===== src/cpc_consts.svh =====
// Summary of operation
// - Mode 11 keeps the pump running whatever the supply level.
// - Mode 10 runs the pump only while the supply is below the threshold.
// - Mode 01 runs the pump while a peripheral is on and supply is low.
// - The peripheral enable for mode 01 is the converter on bit.
// - The mode resets to 00, and mode 00 keeps the pump off.
// - Oscillator select 1 clocks the pump from its own oscillator.
// - Select 0 uses the RC oscillator, or the divided clock while go is set.
// - The threshold status bit reads 1 above the threshold, 0 below.
// - The ready bit reads 1 only when the pump is on and has settled.
// - The request bit reads 1 while a peripheral requests the pump.
// - Mode is bits 7:6, select bit 5, status bits 2:0; all reset to 0.
`ifndef CPC_CONSTS_SVH
`define CPC_CONSTS_SVH

`define CPC_ADDR_W 12
`define CPC_DIV_W 6
`define CPC_REG_INDEX 10'h20D
`define CPC_REG_ADDR {`CPC_REG_INDEX, 2'h0}
`define CPC_REG_RESET 8'h00

`define CPC_MODE_HI 7
`define CPC_MODE_LO 6
`define CPC_OSEL_BIT 5
`define CPC_REQ_BIT 2
`define CPC_THR_BIT 1
`define CPC_RDY_BIT 0

`define CPC_RESP_OKAY 2'h0
`define CPC_RESP_SLVERR 2'h2
`define CPC_SYNC_STAGES 3

`endif


===== src/cpc_pkg.sv =====
`include "cpc_consts.svh"

package cpc_pkg;

    typedef enum logic [1:0] {
        CPC_MODE_OFF,
        CPC_MODE_PERIPH,
        CPC_MODE_AUTO,
        CPC_MODE_ON
    } cpc_mode_e;

    typedef enum logic [1:0] {
        CPC_SRC_RC,
        CPC_SRC_DIV,
        CPC_SRC_INT
    } cpc_clk_src_e;

    typedef logic [`CPC_DIV_W-1:0] cpc_div_t;
    typedef logic [`CPC_ADDR_W-1:0] cpc_addr_t;

endpackage : cpc_pkg


===== src/cpc_sync.sv =====
`timescale 1ns/1ps

module cpc_sync #(
    parameter int W = 2
) (
    // clock and reset
    input wire logic aclk,
    input wire logic aresetn,
    input wire logic ce,
    // data
    input wire logic [W-1:0] d,
    output logic [W-1:0] q
);
    typedef struct packed {
        logic [W-1:0] meta;
        logic [W-1:0] stable;
    } cpc_sync_s;

    cpc_sync_s s_reg;
    cpc_sync_s s_next;

    // meta feeds only the second stage, never any logic
    always_comb begin
        s_next = s_reg;
        s_next.meta = d;
        s_next.stable = s_reg.meta;
    end

    always_ff @(posedge aclk) begin
        if (!aresetn) begin
            s_reg <= '0;
        end else if (ce) begin
            s_reg <= s_next;
        end
    end

    assign q = s_reg.stable;

endmodule : cpc_sync


===== src/cpc_top.sv =====
`timescale 1ns/1ps
`include "cpc_consts.svh"

module cpc_top (
    // clock, reset, enable
    input wire logic aclk,
    input wire logic aresetn,
    input wire logic ce,
    // axi4-lite write address
    input wire logic awvalid,
    output logic awready,
    input wire cpc_pkg::cpc_addr_t awaddr,
    input wire logic [2:0] awprot,
    // axi4-lite write data
    input wire logic wvalid,
    output logic wready,
    input wire logic [31:0] wdata,
    input wire logic [3:0] wstrb,
    // axi4-lite write response
    output logic bvalid,
    input wire logic bready,
    output logic [1:0] bresp,
    // axi4-lite read address
    input wire logic arvalid,
    output logic arready,
    input wire cpc_pkg::cpc_addr_t araddr,
    input wire logic [2:0] arprot,
    // axi4-lite read data
    output logic rvalid,
    input wire logic rready,
    output logic [31:0] rdata,
    output logic [1:0] rresp,
    // analog pump side, asynchronous
    input wire logic supply_above_raw,
    input wire logic pump_steady_raw,
    // converter side, same clock
    input wire logic converter_on_bit,
    input wire logic converter_go_bit,
    input wire cpc_pkg::cpc_div_t converter_clock_divider,
    // pump control
    output logic pump_run,
    output cpc_pkg::cpc_clk_src_e pump_clk_src,
    output cpc_pkg::cpc_div_t pump_clk_div
);
    import cpc_pkg::*;

    typedef struct packed {
        cpc_mode_e mode;
        logic osel;
        logic pump_on;
        logic steady;
        logic request;
        logic thr;
        cpc_clk_src_e clk_src;
        cpc_div_t div;
        logic awready;
        logic aw_got;
        cpc_addr_t aw_addr;
        logic wready;
        logic w_got;
        logic [7:0] w_data;
        logic w_lane0;
        logic bvalid;
        logic [1:0] bresp;
        logic arready;
        logic rvalid;
        logic [7:0] rdata;
        logic [1:0] rresp;
    } cpc_state_s;

    localparam cpc_state_s CPC_RESET = '{
        mode: CPC_MODE_OFF,
        osel: 1'b0,
        pump_on: 1'b0,
        steady: 1'b0,
        request: 1'b0,
        thr: 1'b0,
        clk_src: CPC_SRC_RC,
        div: '0,
        awready: 1'b1,
        aw_got: 1'b0,
        aw_addr: '0,
        wready: 1'b1,
        w_got: 1'b0,
        w_data: 8'h00,
        w_lane0: 1'b0,
        bvalid: 1'b0,
        bresp: `CPC_RESP_OKAY,
        arready: 1'b1,
        rvalid: 1'b0,
        rdata: 8'h00,
        rresp: `CPC_RESP_OKAY
    };

    cpc_state_s s_reg;
    cpc_state_s s_next;
    logic [1:0] sync_q;
    logic thr_sync;
    logic rdy_sync;
    logic [7:0] reg_view;

    // comparator and settle flag come from the analog clock-free world
    cpc_sync #(
        .W(2)
    ) u_sync (
        .aclk(aclk),
        .aresetn(aresetn),
        .ce(ce),
        .d({pump_steady_raw, supply_above_raw}),
        .q(sync_q)
    );

    assign thr_sync = sync_q[0];
    assign rdy_sync = sync_q[1];

    // register image; bits 4:3 unimplemented and read 0
    always_comb begin
        reg_view = `CPC_REG_RESET;
        reg_view[`CPC_MODE_HI:`CPC_MODE_LO] = s_reg.mode;
        reg_view[`CPC_OSEL_BIT] = s_reg.osel;
        reg_view[`CPC_REQ_BIT] = s_reg.request;
        reg_view[`CPC_THR_BIT] = s_reg.thr;
        reg_view[`CPC_RDY_BIT] = s_reg.steady;
    end

    always_comb begin
        s_next = s_reg;

        // run decision, one cycle behind its inputs
        unique case (s_reg.mode)
            CPC_MODE_OFF: begin
                s_next.pump_on = 1'b0;
            end
            CPC_MODE_PERIPH: begin
                s_next.pump_on = converter_on_bit && !thr_sync;
            end
            CPC_MODE_AUTO: begin
                s_next.pump_on = !thr_sync;
            end
            CPC_MODE_ON: begin
                s_next.pump_on = 1'b1;
            end
        endcase

        // go switches to the faster divided clock only while converting
        if (s_reg.osel) begin
            s_next.clk_src = CPC_SRC_INT;
        end else if (converter_go_bit) begin
            s_next.clk_src = CPC_SRC_DIV;
        end else begin
            s_next.clk_src = CPC_SRC_RC;
        end
        s_next.div = converter_clock_divider;

        s_next.thr = thr_sync;
        // a stale settle flag from the analog side is masked while off
        s_next.steady = rdy_sync && s_reg.pump_on;
        s_next.request = converter_on_bit;

        // write channels, taken in either order
        if (awvalid && s_reg.awready) begin
            s_next.aw_got = 1'b1;
            s_next.aw_addr = awaddr;
        end
        if (wvalid && s_reg.wready) begin
            s_next.w_got = 1'b1;
            s_next.w_data = wdata[7:0];
            s_next.w_lane0 = wstrb[0];
        end
        if (s_reg.bvalid && bready) begin
            s_next.bvalid = 1'b0;
        end
        if (s_reg.aw_got && s_reg.w_got && !s_reg.bvalid) begin
            s_next.aw_got = 1'b0;
            s_next.w_got = 1'b0;
            s_next.bvalid = 1'b1;
            if (s_reg.aw_addr == `CPC_REG_ADDR) begin
                s_next.bresp = `CPC_RESP_OKAY;
                // status bits are not writable
                if (s_reg.w_lane0) begin
                    s_next.mode = cpc_mode_e'(
                        s_reg.w_data[`CPC_MODE_HI:`CPC_MODE_LO]);
                    s_next.osel = s_reg.w_data[`CPC_OSEL_BIT];
                end
            end else begin
                s_next.bresp = `CPC_RESP_SLVERR;
            end
        end
        s_next.awready = !s_next.aw_got && !s_next.bvalid;
        s_next.wready = !s_next.w_got && !s_next.bvalid;

        // read channel, one outstanding read
        if (s_reg.rvalid && rready) begin
            s_next.rvalid = 1'b0;
        end
        if (arvalid && s_reg.arready) begin
            s_next.rvalid = 1'b1;
            if (araddr == `CPC_REG_ADDR) begin
                s_next.rdata = reg_view;
                s_next.rresp = `CPC_RESP_OKAY;
            end else begin
                s_next.rdata = 8'h00;
                s_next.rresp = `CPC_RESP_SLVERR;
            end
        end
        s_next.arready = !s_next.rvalid;
    end

    always_ff @(posedge aclk) begin
        if (!aresetn) begin
            s_reg <= CPC_RESET;
        end else if (ce) begin
            s_reg <= s_next;
        end
    end

    assign awready = s_reg.awready;
    assign wready = s_reg.wready;
    assign bvalid = s_reg.bvalid;
    assign bresp = s_reg.bresp;
    assign arready = s_reg.arready;
    assign rvalid = s_reg.rvalid;
    assign rdata = {24'h000000, s_reg.rdata};
    assign rresp = s_reg.rresp;
    assign pump_run = s_reg.pump_on;
    assign pump_clk_src = s_reg.clk_src;
    assign pump_clk_div = s_reg.div;
endmodule : cpc_top


===== config.mk =====
export PLATFORM = sky130hd
export DESIGN_NAME = cpc_top
export DESIGN_NICKNAME = d
export VERILOG_FILES = /design/src/cpc_pkg.sv /design/src/cpc_sync.sv /design/src/cpc_top.sv
export VERILOG_INCLUDE_DIRS = /design/src
export SDC_FILE = /design/constraint.sdc
export NUM_CORES = 1
export LEC_CHECK = 0
export ABC_AREA = 1
export BUFFER_PORTS_ARGS = -buffer_cell sky130_fd_sc_hd__buf_2
export CORE_ASPECT_RATIO = 0.75
export CORE_MARGIN = 2
export CORE_UTILIZATION = 47
export CTS_CLUSTER_DIAMETER = 100
export DETAILED_ROUTE_END_ITERATION = 10
export PLACE_DENSITY = 0.82
export SLEW_MARGIN = 20
export SYNTH_ARGS = -nofsm -noshare
export SYNTH_HDL_FRONTEND = slang
export SYNTH_SLANG_ARGS = --single-unit

===== constraint.sdc =====
create_clock -name aclk -period 2.3 [get_ports aclk]
set_input_delay 0.23 -clock aclk [delete_from_list [all_inputs] [get_ports aclk]]
set_output_delay 0.23 -clock aclk [all_outputs]
set_load 0.01 [all_outputs]

# --- Word level (Yosys, flattened, before mapping) ---
# Index checks and enable logic that the tools add are counted.
classes:
  mux: 13
  reduce_logical: 23
  n_eq_ne: 5
op_table:
  columns: ["op", "count"]
  rows:
  - ["$eq A12 B12 Y1 const B", 2]
  - ["$mux W10", 2]
  - ["$mux W13", 1]
  - ["$logic_and A1 B1 Y1", 11]
  - ["$mux W11", 1]
  - ["$reduce_and A2 Y1", 4]
  - ["$logic_not A1 Y1", 6]
  - ["$mux W1", 5]
  - ["$eq A2 B2 Y1 const B", 2]
  - ["$mux W2", 2]
  - ["$pmux W1 S4", 1]
  - ["$reduce_and A4 Y1", 1]
  - ["$mux W3", 1]
  - ["$eq A2 B1 Y1 const B", 1]
  - ["$logic_not A2 Y1", 1]
totals:
  regBits: 59
  out_inout_bits: 50

# --- Depth between registers and ports, before layout ---
# Gate-level depths: netlist of the first run.
logic_depth:
  ltp_word: 5
  ltp_mapped: 8
  depth_no_buf: 8

# --- Cells and area by module ---
# Synthesis of the first run repeated with hierarchy kept, for this count alone.
hier_totals:
  hier_cells: 307
  hier_area_um2: 2366.0
by_module_without_submodules:
  columns: ["mod", "area_per_inst_um2", "seq_area_each_um2", "instances", "cells_each"]
  rows:
  - ["cpc_top", 2199.6, 920.9, 1, 282]
  - ["cpc_sync", 166.4, 80.1, 1, 25]

# --- Worst setup path after synthesis of the first run ---
# Ideal clock, no wire load.
synth_path:
  path_kind: "register to register"
  start: "reg s_reg (netlist bit awready)"
  end: "reg s_reg[26] in the netlist's numbering"
  slack_ps: 1226
  arrival_ps: 945
  path_buffers: 1
  stages_incl_launch_ff: 5
  path_cell_list: "dfxtp_1 > nand3_1 > clkbuf_1 > o21ai_0 > a21oi_1"
synth_between:
  elab_chain_len: 2
synth_lines:
  columns: ["item", "line", "rtl"]
  rows:
  - ["start, declared", "cpc_top.sv:95", "cpc_state_s s_reg;"]
  - ["start signal, assigned", "cpc_top.sv:213", "s_reg <= s_next;"]
  - ["$logic_and A1 B1 Y1", "cpc_top.sv:161", "if (awvalid && s_reg.awready) begin"]
  - ["$reduce_and A2 Y1 (no source line)", null, null]
# Every way passes these cells.
# A chain may end at the register's enable or synchronous reset.

# --- Worst setup path after layout of the first run ---
layout_path:
  start: "reg s_reg (netlist bit awready)"
  end: "reg s_reg[32] in the netlist's numbering"
# The elaborated chain is that of the path after synthesis.

==> results.sh, run 1 <==
export IMPL_min_period_ps=1540
export IMPL_holdPathEnd="pump_clk_div[0]"
export IMPL_grt_util_all_layers_pct=17.4
export IMPL_cts_resized=0
export IMPL_gp_congestion=0.809
export IMPL_critPathRequiredTime_ps=2470
export IMPL_netlist_area_mm2=0.00229
export IMPL_start_util_pct=50.1
export IMPL_yosysSeqAreaShare_pct=43.7
export IMPL_timing_final_crit_share_pct=66.7
export IMPL_endpoint_kind="register"
export IMPL_numCtsBuffers=5
export IMPL_wl_per_cell_um=11.0
export IMPL_powerDensity_mw_per_mm2=656
export IMPL_power_total_uw=1660
export IMPL_largest_reg_flops=18
export IMPL_ys_async_sr_fraction_pct=0
export IMPL_finalSetupViolCount=0
export IMPL_synth_ff_type="dfxtp_1"
export IMPL_grt_overflow=0
export IMPL_layout_area_overhead_vs_synth_pct=10.5
export IMPL_antenna_found_initial=0
export IMPL_r2r_cells=3
export IMPL_die_x_um=84.6
export IMPL_drive_above_1_share_pct=23.9
export IMPL_timing_reg2reg_setup_slack_ps=760
export IMPL_drv_cap=0
export IMPL_vdd_drop_max_mv=0.472
export IMPL_rsz0062_at_grt="false"
export IMPL_avgSynthCellArea_um2=7.55
export IMPL_min_path_cells=3
export IMPL_cts_tree="done"
export IMPL_fin_worst_skew_ps=7.11
export IMPL_setup_slack_ps=765
export IMPL_fill_cells=468
export IMPL_clockBufferDepth=2
export IMPL_synth_edff_count=0
export IMPL_rows=21
export IMPL_leakagePower_uw=0.00117
export IMPL_synth_area_leader_cell="dfxtp_1"
export IMPL_max_slew_margin_pct=50.1
export IMPL_grt_max_degree=26
export IMPL_fmax_ghz=0.651
export IMPL_min_delay_path_class="in -> reg"
export IMPL_yosysMostFrequentCell="dfxtp_1"
export IMPL_num_nets_final=435
export IMPL_min_from="converter_clock_divider[0]"
export IMPL_synth_common_cells="50 x dfxtp_1, 44 x buf_4, 43 x nor2_1"
export IMPL_postCtsSetupBuffers=0
export IMPL_ys_ff_latch=50
export IMPL_drt_pass1_iter_count=4
export IMPL_finalSetupTns_ps=0
export IMPL_die_area_mm2=0.00545
export IMPL_path_clk_slew_ps=90
export IMPL_grt_pass1_vias=1754
export IMPL_synth_top_area_share_pct=43.7
export IMPL_yosysWarnings=0
export IMPL_synth_area_leaders="dfxtp_1 44%, buf_4 14%, o21ai_0 7.9%"
export IMPL_fp_dieH_um=64.4
export IMPL_clkSinkCount=50
export IMPL_crit_type="reg -> reg"
export IMPL_ys_types=21
export IMPL_status="completed"
export IMPL_timing_rr_start="awready"
export IMPL_clock_latency_ps=290
export IMPL_cts_hold_buf=0
export IMPL_pre_cts_ws_ps=695
export IMPL_arrival_ps=1700
export IMPL_grt_pass1_wl_um=7700
export IMPL_netlist_instances=303
export IMPL_antenna_left=0
export IMPL_ios=134
export IMPL_crit_fanout=25
export IMPL_num_antenna_cells=0
export IMPL_dp_hpwl_um=3350
export IMPL_routed_wl_um=4490
export IMPL_portBuffers=67
export IMPL_core_mm2=0.00457
export IMPL_cts_max_level=2
export IMPL_vias_per_cell=4.63
export IMPL_drc=0
export IMPL_vias=1892
export IMPL_drv_slew=0
export IMPL_hold_violations=0
export IMPL_r2r_end="s_reg[32]"
export IMPL_root_buffer="clkbuf_8"
export IMPL_drt_iter0_drc=113
export IMPL_worstMarginPinSlew_ps=746
export IMPL_worstSetupStartpointType="register"
==> power by group <==
part	total, µW	leakage (µW)	switching [µW]	internal (µW)
logic	204	0.000712	126	78.7
registers	938	0.000411	25.1	913
clock network	516	0.0000482	273	243
total	1660	0.00117	423	1230
==> critical path, stage by stage (launching register included) <==
cell and delay (ps):
dfxtp_1 390, nand3_1 550, o21ai_0 400, a21oi_1 60
==> cells by family after synthesis <==
group | share of synthesized area, %
simple gates | 17.0
buf+inv | 22.3
compound gates | 16.8
other cells | 0.164
flops | 43.7
==> layout by cell type, fill, tap and decap left out <==
| master | instances |
|---|---|
| nor3b_2 | 1 |
| clkinv_2 | 1 |
| nand2_1 | 22 |
| nand3_2 | 2 |
| nor3_2 | 1 |
| nand3b_1 | 2 |
| nor2_2 | 2 |
| clkbuf_1 | 1 |
| nand3_1 | 10 |
| inv_1 | 33 |
| a21oi_1 | 34 |
| clkbuf_8 | 6 |
| conb_1 | 28 |
| nor2_1 | 43 |
| nand4_1 | 4 |
| a31oi_1 | 2 |
| a211oi_1 | 2 |
| o21ai_0 | 36 |
| buf_4 | 3 |
| dfxtp_1 | 50 |
| buf_2 | 67 |
| o31ai_1 | 1 |
| inv_2 | 1 |
==> worst max path at each step <==
stage	from	endpoint	slack, ps	depth (start not counted)
2_1_floorplan	awready	s_reg[26]	1230	4
3_5_place_dp	ce	s_reg[34]	690	4
4_1_cts	awready	s_reg[34]	750	3
5_1_grt	awready	s_reg[30]	450	3
6_report	awready	s_reg[32]	760	3
3_3_place_gp	ce	s_reg[32]	760	4
==> area by class of cell <==
class / count / area, µm² / area share, %
Clock buffer: 7 / 86.3 / 3.41
Tap cell: 57 / 71.3 / 2.82
Inverter: 34 / 128 / 5.05
Timing Repair Buffer: 70 / 358 / 14.2
Clock inverter: 1 / 5.00 / 0.198
Multi-Input combinational cell: 190 / 880 / 34.8
Sequential cell: 50 / 1000 / 39.6
==> per-layer routing <==
layer,share of wire [%],GRT usage [%],up-vias,wire length [µm]
met1,46,22.7,841,2050
li1,-,-,998,-
met5,0,0,-,0
met2,47,28.5,51,2110
met4,0.27,4.56,0,12
met3,7.1,4.97,2,319
==> metrics by stage <==
| step | std cells | hold WS [ps] | cell area (µm²) | utilization (%) |
|---|---|---|---|---|
| 2_1_floorplan | 330 | 365 | 2390 | - |
| 3_3_place_gp | 401 | 432 | 2440 | 53.3 |
| 3_5_place_dp | 401 | 436 | 2440 | 53.3 |
| 4_1_cts | 409 | 146 | 2530 | 55.3 |
| 5_1_grt | 409 | 164 | 2530 | 55.3 |
| 6_report | 409 | 157 | 2530 | 55.3 |
Power figures use the tool's default switching activity.
==> run 2, diff against run 1 <==
Settings changed: ABC_AREA 1 to 0, CORE_UTILIZATION 47 to 44, PLACE_DENSITY 0.82 to 0.77.
Clock period 2.3 ns to 1.6 ns, I/O delays scaled along.
==> results.sh, run 2 <==
export IMPL_largest_reg_flops=18
export IMPL_min_period_ps=1470
export IMPL_avgSynthCellArea_um2=9.22
export IMPL_antenna_found_initial=0
export IMPL_fmax_ghz=0.679
export IMPL_clkSinkCount=50
export IMPL_synth_ff_type="dfxtp_1"
export IMPL_drt_iter0_drc=73
export IMPL_r2r_end="reg_view[6]"
export IMPL_seq_power_share_pct=57.0
export IMPL_fin_cells=376
export IMPL_grt_pass1_vias=1419
export IMPL_timing_reg2reg_setup_slack_ps=130
export IMPL_rows=22
export IMPL_synth_xor_area_share_pct=0
export IMPL_routed_wl_um=4160
export IMPL_vias_per_cell=4.45
export IMPL_intPower_uw=1730
export IMPL_timing_final_crit_share_pct=92.0
export IMPL_timing_hold_ws_ps=93.7
export IMPL_rsz0062_at_grt="false"
export IMPL_min_from="awaddr[9]"
export IMPL_portBuffers=67
export IMPL_ys_ff_latch=50
export IMPL_synth_fa_ha_area_share_pct=0
export IMPL_drv_slew=0
export IMPL_final_common_cell="buf_2"
export IMPL_die_area_mm2=0.00586
export IMPL_drv_cap=0
export IMPL_netlist_area_mm2=0.00231
export IMPL_min_path_cells=3
export IMPL_num_antenna_cells=0
export IMPL_synth_area_leader_cell="dfxtp_1"
export IMPL_synth_top_family_by_area="simple AND/OR/NAND/NOR gates"
export IMPL_grt_pass1_wl_um=6410
export IMPL_power_share_clock_pct=30.7
export IMPL_ys_async_sr_fraction_pct=0
export IMPL_status="completed"
export IMPL_synth_simple_area_share_pct=19.9
export IMPL_root_buffer="clkbuf_8"
export IMPL_hold_violations=0
export IMPL_synth_common_cells="50 x dfxtp_1, 44 x buf_4, 38 x nand2_1"
export IMPL_dp_hpwl_um=3200
export IMPL_num_nets_final=387
export IMPL_min_delay_path_class="in -> reg"
export IMPL_synth_top_area_share_pct=43.2
export IMPL_yosysWarnings=0
export IMPL_switching_share_pct=25.4
export IMPL_powerDensity_mw_per_mm2=885
export IMPL_fin_worst_skew_ps=8.38
export IMPL_vias=1672
export IMPL_crit_fanout=3
export IMPL_critPathRequiredTime_ps=1830
export IMPL_netlist_instances=251
export IMPL_numCtsBuffers=5
export IMPL_clockBufferDepth=2
export IMPL_ios=134
export IMPL_endpoint_kind="register"
export IMPL_crit_type="reg -> reg"
export IMPL_postCtsSetupBuffers=0
export IMPL_synth_compound_area_share_pct=9.89
export IMPL_final_cell_mix="67 x buf_2, 50 x dfxtp_1, 38 x nand2_1"
export IMPL_synth_area_leaders="dfxtp_1 43%, buf_4 14%, mux2i_1 9.5%"
export IMPL_cts_resized=0
export IMPL_die_x_um=87.8
export IMPL_design_area_mm2=0.00262
export IMPL_cts_tree="done"
export IMPL_fp_dieH_um=66.8
export IMPL_start_util_pct=46.5
export IMPL_arrival_ps=1700
export IMPL_worstSetupStartpointType="register"
export IMPL_fill_cells=459
export IMPL_combPwrFrac_pct=12.3
export IMPL_clock_latency_ps=290
export IMPL_p_switching_uw=589
export IMPL_placed_area_mm2=0.00252
export IMPL_gp_congestion=0.806
export IMPL_drive_above_1_share_pct=27.6
export IMPL_wl_per_cell_um=11.1
export IMPL_core_mm2=0.00498
export IMPL_finalSetupViolCount=0
export IMPL_cts_hold_buf=0
export IMPL_cts_max_level=2
export IMPL_path_clk_slew_ps=90
export IMPL_leakagePower_uw=0.00122
export IMPL_ys_types=31
export IMPL_drt_pass1_iter_count=4
export IMPL_yosysSeqAreaShare_pct=43.2
export IMPL_grt_util_all_layers_pct=14.2
export IMPL_grt_max_degree=32
export IMPL_yosysMostFrequentCell="dfxtp_1"
export IMPL_synth_edff_count=0
export IMPL_timing_rr_start="s_reg[31]"
export IMPL_layout_area_overhead_vs_synth_pct=13.4
export IMPL_r2r_cells=4
export IMPL_place_inst=368
export IMPL_finalSetupTns_ps=0
export IMPL_drc=0
export IMPL_post_route_util_pct=52.7
export IMPL_holdPathEnd="s_reg[35]"
export IMPL_vdd_drop_max_mv=0.326
export IMPL_muxShareOfSynthArea_pct=9.51
export IMPL_antenna_left=0
export IMPL_grt_overflow=0
[run 2: cell count changes after synthesis, sizes merged, moves of 16 or more]
cell / delta
a21boi: +16
a21oi: -33
inv: -27
mux2i: +22
nand2: +16
nor2: -42
nor2b: +24
o21ai: -32
[run 2: worst max-delay path: stages (launching register included)]
cell	delay, ps
dfxtp_1	340
nor4bb_2	370
nand3_1	210
nor3_4	290
mux2i_1	200
[run 2: per-layer routing]
metal  wire length [µm]  vias to the layer above  track usage (%)
met2               1920                       56             23.5
met1               1980                      751             18.2
met5                  0                        -                0
met3                235                        2             3.35
li1                   -                      863                -
met4                 25                        0             4.62
[run 2: how the worst max path moves through the flow]
stage / from / to / slack (ps) / cells after the start
6_report: s_reg[31] / reg_view[6] / 130 / 4
5_1_grt: s_reg[33] / reg_view[7] / 10 / 4
4_1_cts: s_reg[31] / reg_view[6] / 40 / 4
3_5_place_dp: s_reg[31] / reg_view[7] / 50 / 4
3_3_place_gp: s_reg[31] / reg_view[6] / 60 / 4
2_1_floorplan: arready / rdata[0] / 210 / 4
[run 2: final cells by class]
cell class,count,area (µm²),area share [%]
multi-input combinational,166,1030,39.2
sequential,50,1000,38.1
timing repair buffer,72,385,14.7
clock inverter,3,21.3,0.811
tap,72,90.1,3.43
clock buffer,5,68.8,2.62
inverter,8,30.0,1.14
[run 2: kinds of logic (layout without fill, tap and decap cells)]
family | after synthesis | count (layout)
buf+inv | 62 | 88
simple gates | 84 | 84
flops | 50 | 50
compound gates | 32 | 32
other cells | 1 | 28
mux | 22 | 22
[run 2: power groups by stage]
stage,Combinational [µW],Sequential [µW],Clock (µW)
5_1_grt,318,1330,797
6_report,284,1320,713
4_1_cts,285,1320,739
2_1_floorplan,239,1350,0
3_3_place_gp,278,1350,0
3_5_place_dp,285,1350,0
[run 2: metrics by stage]
stage               total power (µW)  setup slack, ps
detailed placement              1640             52.7
CTS                             2350             37.4
floorplan                       1590              211
finish                          2320              127
global route                    2450             14.0
global placement                1630             63.3
